===== src/logic/dcd_pkg.sv =====
`default_nettype none

package dcd_pkg;

    ////////////////////////////////////////////////////////////////////////////////
    // Clock and sampling tick.
    localparam int unsigned CLK_FREQ_MHZ      = 50;
    localparam int unsigned TICK_PERIOD_US    = 1000;
    localparam int unsigned TICK_CYCLES       = CLK_FREQ_MHZ * TICK_PERIOD_US;
    localparam int unsigned MIN_ON_MS         = 100;
    localparam int unsigned LOSS_WINDOW_MS    = 400;
    localparam logic [15:0] MIN_ON_TICKS      = 16'(MIN_ON_MS * 1000 / TICK_PERIOD_US);
    localparam logic [15:0] LOSS_WINDOW_TICKS = 16'(LOSS_WINDOW_MS * 1000 / TICK_PERIOD_US);

    ////////////////////////////////////////////////////////////////////////////////
    // Widths.
    localparam int unsigned DW    = 16;
    localparam int unsigned AW    = 8;
    localparam int unsigned TERMS = 3;

    ////////////////////////////////////////////////////////////////////////////////
    // Percentages and special ratio codes.
    localparam logic [9:0] PCT_FULL       = 10'h064;
    localparam logic [9:0] PCT_LOSS       = 10'h00a;
    localparam logic [9:0] PCT_CUR_OFF    = 10'h05a;
    localparam logic [9:0] PCT_TRQ_HYST   = 10'h005;
    localparam logic [9:0] PCT_BLANK      = 10'h014;
    localparam logic [9:0] PCT_RECOV_LOW  = 10'h014;
    localparam logic [9:0] RATIO_DISABLED = 10'h3e7;
    localparam logic [9:0] RATIO_ZERO     = 10'h000;

    ////////////////////////////////////////////////////////////////////////////////
    // Output terminal function codes.
    localparam logic [7:0] FN_OVERLOAD = 8'h07;
    localparam logic [7:0] FN_LOSS     = 8'h21;
    localparam logic [7:0] FN_CURRENT  = 8'h25;
    localparam logic [7:0] FN_LOW_TRQ  = 8'h2d;

    ////////////////////////////////////////////////////////////////////////////////
    // Register offsets.
    localparam logic [7:0] OFS_CUR_LEVEL  = 8'h00;
    localparam logic [7:0] OFS_CUR_TIMER  = 8'h01;
    localparam logic [7:0] OFS_LOSS_RATIO = 8'h02;
    localparam logic [7:0] OFS_TRQ_LEVEL  = 8'h03;
    localparam logic [7:0] OFS_TRQ_TIMER  = 8'h04;
    localparam logic [7:0] OFS_BASE_FREQ  = 8'h05;
    localparam logic [7:0] OFS_TERM_SEL   = 8'h06;
    localparam logic [7:0] OFS_STATUS     = 8'h0a;
    localparam logic [7:0] OFS_SAMPLED    = 8'h0b;

    ////////////////////////////////////////////////////////////////////////////////
    // Status bit positions and reset values.
    localparam int unsigned ST_OVERLOAD = 0;
    localparam int unsigned ST_CURRENT  = 1;
    localparam int unsigned ST_LOSS     = 2;
    localparam int unsigned ST_LOW_TRQ  = 3;

    localparam logic [15:0] RST_CUR_LEVEL  = 16'h0064;
    localparam logic [15:0] RST_CUR_TIMER  = 16'h000a;
    localparam logic [9:0]  RST_LOSS_RATIO = 10'h3e7;
    localparam logic [15:0] RST_TRQ_LEVEL  = 16'h0014;
    localparam logic [15:0] RST_TRQ_TIMER  = 16'h0014;
    localparam logic [15:0] RST_BASE_FREQ  = 16'h0258;
    localparam logic [7:0]  RST_TERM_SEL   = 8'h00;

endpackage

`default_nettype wire


===== src/logic/dcd_drive_monitor.sv =====
// Overview of operation
// - Overload warning flag rises whenever output current exceeds the warning level.
// - Overload warning reaches a terminal only when its function code is 7.
// - Current detected sets after current stays above level longer than the timer.
// - Current detected clears when current drops below 90% of the level.
// - Current detected stays high at least 100 ms once set.
// - Current detected reaches a terminal only when its function code is 37.
// - Command below 10% of sample within 400 ms declares loss; run at fallback ratio.
// - Command back above the recovery level clears loss; follow command again.
// - Ratio 999 still raises loss but leaves the command unchanged.
// - Ratio 0 or 999 uses sampled level times 0.2 as recovery level.
// - Ratio 100% or more, other than 999, uses sampled level times 1 as recovery level.
// - Command level is sampled at regular intervals; latest sample is the reference.
// - Loss detection looks at the unfiltered analog input.
// - Low torque sets after torque stays below level longer than the timer.
// - Low torque clears when torque exceeds level plus 5%.
// - Low torque stays high at least 100 ms once set, unless the drive stops.
// - Low torque reaches a terminal only when its function code is 45.
// - Torque level is in percent, 100 meaning rated motor torque.
// - Below 20% of base frequency low torque evaluation freezes and holds.
// - Low torque flag is forced low while the drive is stopped.
// - Loss flag clears when running from the analog input resumes.
// - Loss flag reaches a terminal only when its function code is 33.
//
// Our own choices: the register offsets and the address-and-strobe port.
`timescale 1ns/1ns
`default_nettype none

module dcd_drive_monitor #(
    parameter int unsigned TICK_CYCLES = dcd_pkg::TICK_CYCLES
) (
    input  wire logic [dcd_pkg::AW-1:0]    addr,
    input  wire logic                      clk_sys,
    input  wire logic                      reset,
    input  wire logic [dcd_pkg::DW-1:0]    wr_data,
    input  wire logic                      wr_en,
    input  wire logic                      rd_en,
    output logic      [dcd_pkg::DW-1:0]    rd_data,
    input  wire logic [dcd_pkg::DW-1:0]    current_meas,
    input  wire logic [dcd_pkg::DW-1:0]    torque_meas,
    input  wire logic [dcd_pkg::DW-1:0]    analog_cmd_raw,
    input  wire logic [dcd_pkg::DW-1:0]    output_freq,
    input  wire logic                      drive_running,
    output logic      [dcd_pkg::DW-1:0]    freq_cmd,
    output logic      [dcd_pkg::TERMS-1:0] term_out
);
    import dcd_pkg::*;

    ////////////////////////////////////////////////////////////////////////////////
    // Value times a percentage, kept wide so comparisons never overflow.
    function automatic logic [31:0] pct_of(input logic [15:0] v, input logic [9:0] p);
        pct_of = 32'(v) * 32'(p);
    endfunction

    // Level above which a lost command counts as restored.
    function automatic logic [9:0] recov_pct(input logic [9:0] ratio);
        if (ratio == RATIO_ZERO || ratio == RATIO_DISABLED) begin
            recov_pct = PCT_RECOV_LOW;
        end else if (ratio >= PCT_FULL) begin
            recov_pct = PCT_FULL;
        end else begin
            recov_pct = ratio;
        end
    endfunction

    function automatic logic route(input logic [7:0] sel, input logic [3:0] flags);
        case (sel)
            FN_OVERLOAD: route = flags[ST_OVERLOAD];
            FN_CURRENT:  route = flags[ST_CURRENT];
            FN_LOSS:     route = flags[ST_LOSS];
            FN_LOW_TRQ:  route = flags[ST_LOW_TRQ];
            default:     route = 1'b0;
        endcase
    endfunction

    ////////////////////////////////////////////////////////////////////////////////
    // Settings.
    logic [15:0] cur_level_q;
    logic [15:0] cur_timer_q;
    logic [9:0]  loss_ratio_q;
    logic [15:0] trq_level_q;
    logic [15:0] trq_timer_q;
    logic [15:0] base_freq_q;
    logic [7:0]  term_sel_q [TERMS];
    logic [15:0] rd_data_q;

    // Monitoring state.
    logic        tick;
    logic        overload_q;
    logic        current_detected_flag;
    logic        low_torque_flag;
    logic        loss_q;
    logic [15:0] sampled_command_level_q;
    logic [15:0] window_q;
    logic [15:0] freq_cmd_q;
    logic [TERMS-1:0] term_out_q;
    logic [3:0]  flags;
    logic [31:0] fallback_wide;
    logic        loss_trip;
    logic        loss_clear;

    always_ff @(posedge clk_sys) begin
        if (reset) begin
            cur_level_q  <= RST_CUR_LEVEL;
            cur_timer_q  <= RST_CUR_TIMER;
            loss_ratio_q <= RST_LOSS_RATIO;
            trq_level_q  <= RST_TRQ_LEVEL;
            trq_timer_q  <= RST_TRQ_TIMER;
            base_freq_q  <= RST_BASE_FREQ;
        end else if (wr_en) begin
            case (addr)
                OFS_CUR_LEVEL:  cur_level_q  <= wr_data;
                OFS_CUR_TIMER:  cur_timer_q  <= wr_data;
                OFS_LOSS_RATIO: loss_ratio_q <= wr_data[9:0];
                OFS_TRQ_LEVEL:  trq_level_q  <= wr_data;
                OFS_TRQ_TIMER:  trq_timer_q  <= wr_data;
                OFS_BASE_FREQ:  base_freq_q  <= wr_data;
                default: begin
                end
            endcase
        end
    end

    always_ff @(posedge clk_sys) begin
        for (int i = 0; i < TERMS; i++) begin
            if (reset) begin
                term_sel_q[i] <= RST_TERM_SEL;
            end else if (wr_en && addr == OFS_TERM_SEL + 8'(i)) begin
                term_sel_q[i] <= wr_data[7:0];
            end
        end
    end

    // Read data stand only in the cycle after the strobe; unmapped reads give zero.
    always_ff @(posedge clk_sys) begin
        if (reset || !rd_en) begin
            rd_data_q <= 16'h0;
        end else begin
            case (addr)
                OFS_CUR_LEVEL:  rd_data_q <= cur_level_q;
                OFS_CUR_TIMER:  rd_data_q <= cur_timer_q;
                OFS_LOSS_RATIO: rd_data_q <= {6'h00, loss_ratio_q};
                OFS_TRQ_LEVEL:  rd_data_q <= trq_level_q;
                OFS_TRQ_TIMER:  rd_data_q <= trq_timer_q;
                OFS_BASE_FREQ:  rd_data_q <= base_freq_q;
                OFS_TERM_SEL:   rd_data_q <= {8'h00, term_sel_q[0]};
                OFS_TERM_SEL + 8'h01: rd_data_q <= {8'h00, term_sel_q[1]};
                OFS_TERM_SEL + 8'h02: rd_data_q <= {8'h00, term_sel_q[2]};
                OFS_STATUS:     rd_data_q <= {12'h000, flags};
                OFS_SAMPLED:    rd_data_q <= sampled_command_level_q;
                default:        rd_data_q <= 16'h0;
            endcase
        end
    end

    ////////////////////////////////////////////////////////////////////////////////
    // Common sampling tick.
    dcd_tick_gen #(
        .TICK_CYCLES (TICK_CYCLES)
    ) u_tick (
        .clk_sys (clk_sys),
        .reset   (reset),
        .tick    (tick)
    );

    always_ff @(posedge clk_sys) begin
        if (reset) begin
            overload_q <= 1'b0;
        end else if (tick) begin
            overload_q <= (current_meas > cur_level_q);
        end
    end

    // The overload level doubles as the current detection level.
    dcd_flag_timer u_current (
        .clk_sys     (clk_sys),
        .reset       (reset),
        .tick        (tick),
        .cond_on     (current_meas > cur_level_q),
        .cond_off    (pct_of(current_meas, PCT_FULL)
                      < pct_of(cur_level_q, PCT_CUR_OFF)),
        .freeze      (1'b0),
        .force_clear (1'b0),
        .period      (cur_timer_q),
        .flag        (current_detected_flag)
    );

    // Torque below a fifth of base speed is too inaccurate to judge, so the flag holds.
    dcd_flag_timer u_low_torque (
        .clk_sys     (clk_sys),
        .reset       (reset),
        .tick        (tick),
        .cond_on     (torque_meas < trq_level_q),
        .cond_off    (17'(torque_meas) > 17'(trq_level_q) + 17'(PCT_TRQ_HYST)),
        .freeze      (pct_of(output_freq, PCT_FULL) < pct_of(base_freq_q, PCT_BLANK)),
        .force_clear (!drive_running),
        .period      (trq_timer_q),
        .flag        (low_torque_flag)
    );

    ////////////////////////////////////////////////////////////////////////////////
    // Command loss. Works on the raw input, so filter settings cannot hide a break.
    assign loss_trip  = !loss_q && (pct_of(analog_cmd_raw, PCT_FULL)
                        < pct_of(sampled_command_level_q, PCT_LOSS));
    assign loss_clear = loss_q && (pct_of(analog_cmd_raw, PCT_FULL)
                        > pct_of(sampled_command_level_q, recov_pct(loss_ratio_q)));

    always_ff @(posedge clk_sys) begin
        if (reset) begin
            loss_q <= 1'b0;
        end else if (tick && loss_trip) begin
            loss_q <= 1'b1;
        end else if (tick && loss_clear) begin
            loss_q <= 1'b0;
        end
    end

    // The reference freezes during loss so recovery is judged against the good level.
    always_ff @(posedge clk_sys) begin
        if (reset) begin
            window_q <= 16'h0;
        end else if (tick && (loss_trip || loss_clear
                     || window_q == LOSS_WINDOW_TICKS - 16'h1)) begin
            window_q <= 16'h0;
        end else if (tick && !loss_q) begin
            window_q <= window_q + 16'h1;
        end
    end

    always_ff @(posedge clk_sys) begin
        if (reset) begin
            sampled_command_level_q <= 16'h0;
        end else if (tick && !loss_trip && !loss_q && window_q == LOSS_WINDOW_TICKS - 16'h1) begin
            sampled_command_level_q <= analog_cmd_raw;
        end else if (tick && loss_clear) begin
            sampled_command_level_q <= analog_cmd_raw;
        end
    end

    assign fallback_wide = pct_of(sampled_command_level_q, loss_ratio_q) / 32'd100;

    always_ff @(posedge clk_sys) begin
        if (reset) begin
            freq_cmd_q <= 16'h0;
        end else if (loss_q && loss_ratio_q != RATIO_DISABLED) begin
            freq_cmd_q <= (fallback_wide > 32'h0000ffff) ? 16'hffff
                          : fallback_wide[15:0];
        end else begin
            freq_cmd_q <= analog_cmd_raw;
        end
    end

    ////////////////////////////////////////////////////////////////////////////////
    // Terminal routing.
    assign flags = {low_torque_flag, loss_q, current_detected_flag, overload_q};

    always_ff @(posedge clk_sys) begin
        for (int i = 0; i < TERMS; i++) begin
            if (reset) begin
                term_out_q[i] <= 1'b0;
            end else begin
                term_out_q[i] <= route(term_sel_q[i], flags);
            end
        end
    end

    assign rd_data  = rd_data_q;
    assign freq_cmd = freq_cmd_q;
    assign term_out = term_out_q;

    ////////////////////////////////////////////////////////////////////////////////
    property p_overload_rise;
        @(posedge clk_sys) disable iff (reset)
        (tick && current_meas > cur_level_q) |=> overload_q;
    endproperty
    a_overload_rise: assert property (p_overload_rise) else $error("overload missed");

    property p_route_ol;
        @(posedge clk_sys) disable iff (reset)
        (term_sel_q[0] == FN_OVERLOAD) |=> (term_out_q[0] == $past(overload_q));
    endproperty
    a_route_ol: assert property (p_route_ol) else $error("overload routing wrong");

    property p_route_cur;
        @(posedge clk_sys) disable iff (reset)
        (term_sel_q[1] == FN_CURRENT) |=> (term_out_q[1] == $past(current_detected_flag));
    endproperty
    a_route_cur: assert property (p_route_cur) else $error("current routing wrong");

    property p_route_trq;
        @(posedge clk_sys) disable iff (reset)
        (term_sel_q[2] == FN_LOW_TRQ) |=> (term_out_q[2] == $past(low_torque_flag));
    endproperty
    a_route_trq: assert property (p_route_trq) else $error("torque routing wrong");

    property p_route_loss;
        @(posedge clk_sys) disable iff (reset)
        (term_sel_q[2] == FN_LOSS) |=> (term_out_q[2] == $past(loss_q));
    endproperty
    a_route_loss: assert property (p_route_loss) else $error("loss routing wrong");

    property p_loss_trip;
        @(posedge clk_sys) disable iff (reset)
        (tick && !loss_q && 32'(analog_cmd_raw) * 32'd10 < 32'(sampled_command_level_q))
            |=> loss_q;
    endproperty
    a_loss_trip: assert property (p_loss_trip) else $error("loss not declared");

    property p_loss_disabled;
        @(posedge clk_sys) disable iff (reset)
        (loss_q && loss_ratio_q == RATIO_DISABLED) |=> (freq_cmd_q == $past(analog_cmd_raw));
    endproperty
    a_loss_disabled: assert property (p_loss_disabled) else $error("command altered");

    property p_recover_low;
        @(posedge clk_sys) disable iff (reset)
        (tick && loss_q && (loss_ratio_q == RATIO_ZERO || loss_ratio_q == RATIO_DISABLED)
            && 32'(analog_cmd_raw) * 32'd5 > 32'(sampled_command_level_q)) |=> !loss_q;
    endproperty
    a_recover_low: assert property (p_recover_low) else $error("no recovery at 0.2");

    property p_sample_frozen;
        @(posedge clk_sys) disable iff (reset)
        (loss_q && !(tick && loss_clear)) |=> $stable(sampled_command_level_q);
    endproperty
    a_sample_frozen: assert property (p_sample_frozen) else $error("reference moved");

    property p_overload_fall;
        @(posedge clk_sys) disable iff (reset)
        (tick && current_meas <= cur_level_q) |=> !overload_q;
    endproperty
    a_overload_fall: assert property (p_overload_fall) else $error("overload stuck");

    property p_fallback_freq;
        @(posedge clk_sys) disable iff (reset)
        (loss_q && loss_ratio_q <= PCT_FULL)
            |=> (pct_of(freq_cmd_q, PCT_FULL)
                    <= pct_of($past(sampled_command_level_q), $past(loss_ratio_q)))
                && (pct_of(freq_cmd_q, PCT_FULL) + 32'd100
                    > pct_of($past(sampled_command_level_q), $past(loss_ratio_q)));
    endproperty
    a_fallback_freq: assert property (p_fallback_freq) else $error("fallback wrong");

    property p_trq_stop;
        @(posedge clk_sys) disable iff (reset)
        (tick && !drive_running) |=> !low_torque_flag;
    endproperty
    a_trq_stop: assert property (p_trq_stop) else $error("low torque kept at stop");

    property p_recover_full;
        @(posedge clk_sys) disable iff (reset)
        (tick && loss_q && loss_ratio_q >= PCT_FULL && loss_ratio_q != RATIO_DISABLED
            && analog_cmd_raw > sampled_command_level_q) |=> !loss_q;
    endproperty
    a_recover_full: assert property (p_recover_full) else $error("no recovery at 1");

    c_loss_rise:  cover property (@(posedge clk_sys) disable iff (reset) $rose(loss_q));
    c_loss_fall:  cover property (@(posedge clk_sys) disable iff (reset) $fell(loss_q));
    c_cur_pulse:  cover property (@(posedge clk_sys) disable iff (reset)
                                  $fell(current_detected_flag));
    c_trq_term:   cover property (@(posedge clk_sys) disable iff (reset) $rose(term_out_q[2]));

endmodule

`default_nettype wire


===== src/logic/dcd_flag_timer.sv =====
`timescale 1ns/1ns
`default_nettype none

module dcd_flag_timer
    import dcd_pkg::*;
(
    input  wire logic        clk_sys,
    input  wire logic        reset,
    input  wire logic        tick,
    input  wire logic        cond_on,
    input  wire logic        cond_off,
    input  wire logic        freeze,
    input  wire logic        force_clear,
    input  wire logic [15:0] period,
    output logic             flag
);

    logic [15:0] cnt_q;
    logic [15:0] hold_q;
    logic        flag_q;
    logic        fire;
    logic        release_ok;

    assign fire       = !freeze && !flag_q && cond_on && (cnt_q >= period);
    assign release_ok = flag_q && cond_off && (hold_q >= MIN_ON_TICKS);

    ////////////////////////////////////////////////////////////////////////////////
    // Persistence counter; a break in the condition starts it over.
    always_ff @(posedge clk_sys) begin
        if (reset) begin
            cnt_q <= 16'h0;
        end else if (tick && (force_clear || fire)) begin
            cnt_q <= 16'h0;
        end else if (tick && !freeze && !flag_q) begin
            cnt_q <= cond_on ? cnt_q + 16'h1 : 16'h0;
        end
    end

    // Saturating on-time counter; it runs through a freeze, since the minimum width is real time.
    always_ff @(posedge clk_sys) begin
        if (reset || (tick && (force_clear || fire))) begin
            hold_q <= 16'h0;
        end else if (tick && flag_q && hold_q < MIN_ON_TICKS) begin
            hold_q <= hold_q + 16'h1;
        end
    end

    always_ff @(posedge clk_sys) begin
        if (reset) begin
            flag_q <= 1'b0;
        end else if (tick && force_clear) begin
            flag_q <= 1'b0;
        end else if (tick && !freeze && fire) begin
            flag_q <= 1'b1;
        end else if (tick && !freeze && release_ok) begin
            flag_q <= 1'b0;
        end
    end

    assign flag = flag_q;

    ////////////////////////////////////////////////////////////////////////////////
    property p_min_on;
        @(posedge clk_sys) disable iff (reset)
        $fell(flag_q) |-> ($past(force_clear) || $past(hold_q) >= MIN_ON_TICKS);
    endproperty
    a_min_on: assert property (p_min_on) else $error("flag released too early");

    property p_persist;
        @(posedge clk_sys) disable iff (reset)
        $rose(flag_q) |-> ($past(cnt_q) >= $past(period) && $past(cond_on));
    endproperty
    a_persist: assert property (p_persist) else $error("flag set before period");

    property p_force_clear;
        @(posedge clk_sys) disable iff (reset)
        (tick && force_clear) |=> !flag_q ##1 !flag_q;
    endproperty
    a_force_clear: assert property (p_force_clear) else $error("flag not cleared");

    property p_freeze_hold;
        @(posedge clk_sys) disable iff (reset)
        (tick && freeze && !force_clear) |=> $stable(flag_q);
    endproperty
    a_freeze_hold: assert property (p_freeze_hold) else $error("flag not held");

endmodule

`default_nettype wire


===== src/logic/dcd_tick_gen.sv =====
`timescale 1ns/1ns
`default_nettype none

module dcd_tick_gen #(
    parameter int unsigned TICK_CYCLES = 50000
) (
    input  wire logic clk_sys,
    input  wire logic reset,
    output logic      tick
);

    logic [31:0] cnt_q;
    logic        tick_q;

    always_ff @(posedge clk_sys) begin
        if (reset) begin
            cnt_q <= 32'h0;
        end else if (cnt_q == 32'(TICK_CYCLES - 1)) begin
            cnt_q <= 32'h0;
        end else begin
            cnt_q <= cnt_q + 32'h1;
        end
    end

    always_ff @(posedge clk_sys) begin
        if (reset) begin
            tick_q <= 1'b0;
        end else begin
            tick_q <= (cnt_q == 32'(TICK_CYCLES - 1));
        end
    end

    assign tick = tick_q;

endmodule

`default_nettype wire


===== config.mk =====
export PLATFORM = sky130hd
export DESIGN_NAME = dcd_drive_monitor
export DESIGN_NICKNAME = d
export VERILOG_FILES = /design/src/logic/dcd_pkg.sv /design/src/logic/dcd_drive_monitor.sv /design/src/logic/dcd_flag_timer.sv /design/src/logic/dcd_tick_gen.sv
export SDC_FILE = /design/constraint.sdc
export NUM_CORES = 2
export LEC_CHECK = 0
export BUFFER_PORTS_ARGS = -buffer_cell sky130_fd_sc_hd__buf_2
export CORE_MARGIN = 4
export CORE_UTILIZATION = 50
export CTS_CLUSTER_SIZE = 8
export DETAILED_ROUTE_END_ITERATION = 10
export GPL_TIMING_DRIVEN = 0
export PLACE_DENSITY = 0.7
export REMOVE_ABC_BUFFERS = 1
export SETUP_SLACK_MARGIN = 0.1
export SLEW_MARGIN = 15
export SYNTH_ARGS = -nofsm -noshare
export SYNTH_HDL_FRONTEND = slang
export SYNTH_SLANG_ARGS = --single-unit

===== constraint.sdc =====
create_clock -name clk_sys -period 22.5 [get_ports clk_sys]
set_input_delay 2.25 -clock clk_sys [delete_from_list [all_inputs] [get_ports clk_sys]]
set_output_delay 2.25 -clock clk_sys [all_outputs]
set_load 0.01 [all_outputs]

==> metrics.txt <==
status=finished clean; Combinational Power Share=0.315; pwr/cell area=41.5 nW/um^2; CP max FO=21; FF-to-FF path depth=54; crit path capture type=flop; Final Hold Fails=0; largest family of logic cells by synthesized area=adder cells; CTS resizes=0; placed instance area=38,700 um^2; critical path type=flop to flop; slowest stage cell on the critical path=dfxtp_1; initial antenna violation count=12; commonest cells in the netlist=632 x inv_1, 542 x ha_1, 442 x nand2_1, 332 x a21oi_1, 281 x fa_1; Post-synth EDFFs=24; switching portion of total power=0.323; row cnt=99; design area=40,000 um^2; Setup Skew=0.0499 ns; Synth Area in Adders=0.334; fin nets=5,503; Yosys Warn Count=0; Crit path top cell by count=fa_1; drt drc=0; post-synthesis cell count=4,542; TNS Setup=0 ns; Simple-Gate Fraction of Synth Area=0.188; Finished Layout Cells=5,568; leading area contributor after synthesis=ha_1; routability cong.=0.931; Via density=5.67; Critical Path RT=22.93 ns; cell leakage power=19.1 nW; clock slew at reported path FFs=0.05 ns; die outline height=281 um; Crit Reg-Reg Endpoint=freq_cmd[0]$_SDFF_PP0_; Ports=128; DRT antenna net count=0; most common cell in the netlist=inv_1; Total GRT Usage=0.240; Reg power frac=0.310; final wirelength=95.0 mm; share of the synthesized area in the top cell type=0.182; Final Cycle Share=0.891; Place WS=2.78 ns; Overflow after GRT=0; largest net degree at the start of global routing=96; reg2reg start=sampled_command_level_q[5]$_SDFFE_PP0P_; share of layout cells above drive strength 1=0.0630; Worst Tran Pin Value=1.26 ns; first-pass GRT wire length=156 mm; Core Footprint=73,500 um^2; Area Growth Syn to Fin=7.35%; P_sw=0.537 mW; Max VDD drop=0.0502 mV; CTS H-Tree Depth=2; FFs w/ async S/R, synth=0; Tmin final=20.05 ns; Worst Path Arrival=20.49 ns; mux cell area share after synthesis=0.0188; clock buffer depth=3; Reg2Reg Setup Slack=2.45 ns; Post-Syn Area=37,300 um^2; Clk Latency, worst-skew pair=0.59 ns; worst min-delay path class=flop to flop; Via Count=31,600; unrepaired setup endpoints after global routing=false; 1st-iter DRT viols=2,420; Post-Place Cells=5,501; total chip power=1.66 mW; Most used DFF post-synth=dfxtp_1; wire length per cell=17.1 um; CTS root buf=clkbuf_16; clock power share=0.375; final-report max-slew violation count=0; max cap viols=0; CP max stage delay=1.08 ns; final setup fails=0; Worst Hold Launch=u_current.hold_q[12]$_SDFFE_PP0P_; DP HPWL=71.9 mm; critical path endpoint=freq_cmd[0]$_SDFF_PP0_; FMAX=0.0499 GHz; vias in the first global route=30,700; postcts setup bufs=0; Horiz. Die Dim=281 um; worst setup margin=2.45 ns; Final Util=0.545; Int Power=1.12 mW; Clock Sinks=282; Synth Area in Compound Gates=0.159; Num CTS Buffers=43; Max-Slew Margin vs Limit=0.160; startpoint types=flop; cts hold-fix bufs=0; synth unique cells=123; top post-synthesis cells by area=ha_1 18%, fa_1 15%, dfxtp_1 14%; Syn Area/Cell=8.21 um^2; sequential area share after synthesis=0.158; Crit. Startpoint=sampled_command_level_q[5]$_SDFFE_PP0P_; post-synthesis register bit count=282; initial core utilization=0.507; Buffers on Ports=127; worst hold slack=0.423 ns; Die ar.=79,000 um^2; TritonCTS clock tree=done; fraction of synthesized cell area in xor and xnor cells=0.0593; Pre-Repair DR Iteration Count=6
state kept, by name, indices dropped and copies added, names as in the netlist:
register	count
u_current.hold_q	16
u_current.flag	1
rd_data	16
trq_timer_q	16
base_freq_q	16
sampled_command_level_q	16
loss_q	1
freq_cmd	16
u_current.cnt_q	16
u_tick.tick	1
cur_level_q	16
u_low_torque.flag	1
term_out	3
overload_q	1
window_q	16
u_low_torque.hold_q	16
u_low_torque.cnt_q	16
trq_level_q	16
term_sel_q	24
loss_ratio_q	10
cur_timer_q	16
u_tick.cnt_q	32
critical path, delay by kind of cell, from the launching register on:
kind | cells | cell delay (ns)
AND/OR/NAND/NOR | 11 | 3.47
flip-flops | 1 | 1.08
multiplexers | 1 | 0.57
AO/OA/AOI/OAI | 31 | 10.49
buffers and inverters | 3 | 0.15
XOR/XNOR | 2 | 1.07
adder cells (fa/ha/maj) | 6 | 3.00
kinds of logic (layout without fill, tap and decap cells):
kind of cell,count (synthesis),after routing
DFF,282,282
buffers and inverters,812,826
muxes,64,64
other,2,55
adders and majority gates,826,826
xor gates and xnor gates,244,244
and+or+nand+nor,1395,1395
AOI/OAI and AO/OA,917,917
cells in the final DEF, fill, tap and decap left out, drive strengths merged, types with 13 or more instances in the layout:
| master | instances |
|---|---|
| nor4 | 20 |
| a31oi | 17 |
| nor2 | 230 |
| mux2i | 44 |
| o211ai | 39 |
| o31ai | 13 |
| a22oi | 28 |
| or3 | 24 |
| ha | 542 |
| fa | 281 |
| edfxtp | 24 |
| inv | 633 |
| a21oi | 334 |
| o21ai | 200 |
| nand2b | 64 |
| buf | 134 |
| nand3 | 100 |
| a211oi | 26 |
| nand3b | 27 |
| nand4 | 50 |
| o21a | 22 |
| a221oi | 14 |
| dfxtp | 258 |
| clkbuf | 53 |
| o22ai | 23 |
| and3 | 57 |
| nand2 | 443 |
| nor3 | 88 |
| o21bai | 26 |
| a21o | 47 |
| conb | 48 |
| and2 | 180 |
| and4 | 16 |
| xor2 | 93 |
| xnor2 | 150 |
| or2 | 13 |
| nor2b | 57 |
| mux2 | 18 |
routing by layer:
layer / track usage / wire [um] / vias up
li1: - / - / 15400
met1: 0.325 / 42200 / 15000
met2: 0.390 / 43000 / 951
met3: 0.0412 / 6520 / 180
met4: 0.0772 / 3230 / 8
met5: 0 / 48 / -
worst min path at each step:
stage / cells past startpoint / endpoint
global route: 2 / u_current.hold_q[9]$_SDFFE_PP0P_
floorplan: 2 / u_current.hold_q[9]$_SDFFE_PP0P_
global placement: 2 / u_current.hold_q[12]$_SDFFE_PP0P_
finish: 2 / u_current.hold_q[12]$_SDFFE_PP0P_
detailed placement: 2 / u_current.hold_q[12]$_SDFFE_PP0P_
CTS: 2 / u_current.hold_q[12]$_SDFFE_PP0P_
power groups by stage:
stage,clock [mW],sequential [mW],combinational (mW)
floorplan,0,0.525,0.400
global placement,0,0.525,0.508
detailed placement,0,0.525,0.520
CTS,0.635,0.515,0.527
global route,0.656,0.515,0.627
finish,0.623,0.515,0.523
cell type report:
cell class / count / area [um^2]
clock buffers: 53 / 1140
clock inverters: 7 / 125
well taps: 959 / 1200
multi-input cells: 3494 / 28500
flip-flops and latches: 282 / 5890
repair buffers: 134 / 714
inverters: 632 / 2370
fillers: 6849 / 33400
diodes: 7 / 17.5
(Power assumes the default switching activity.)
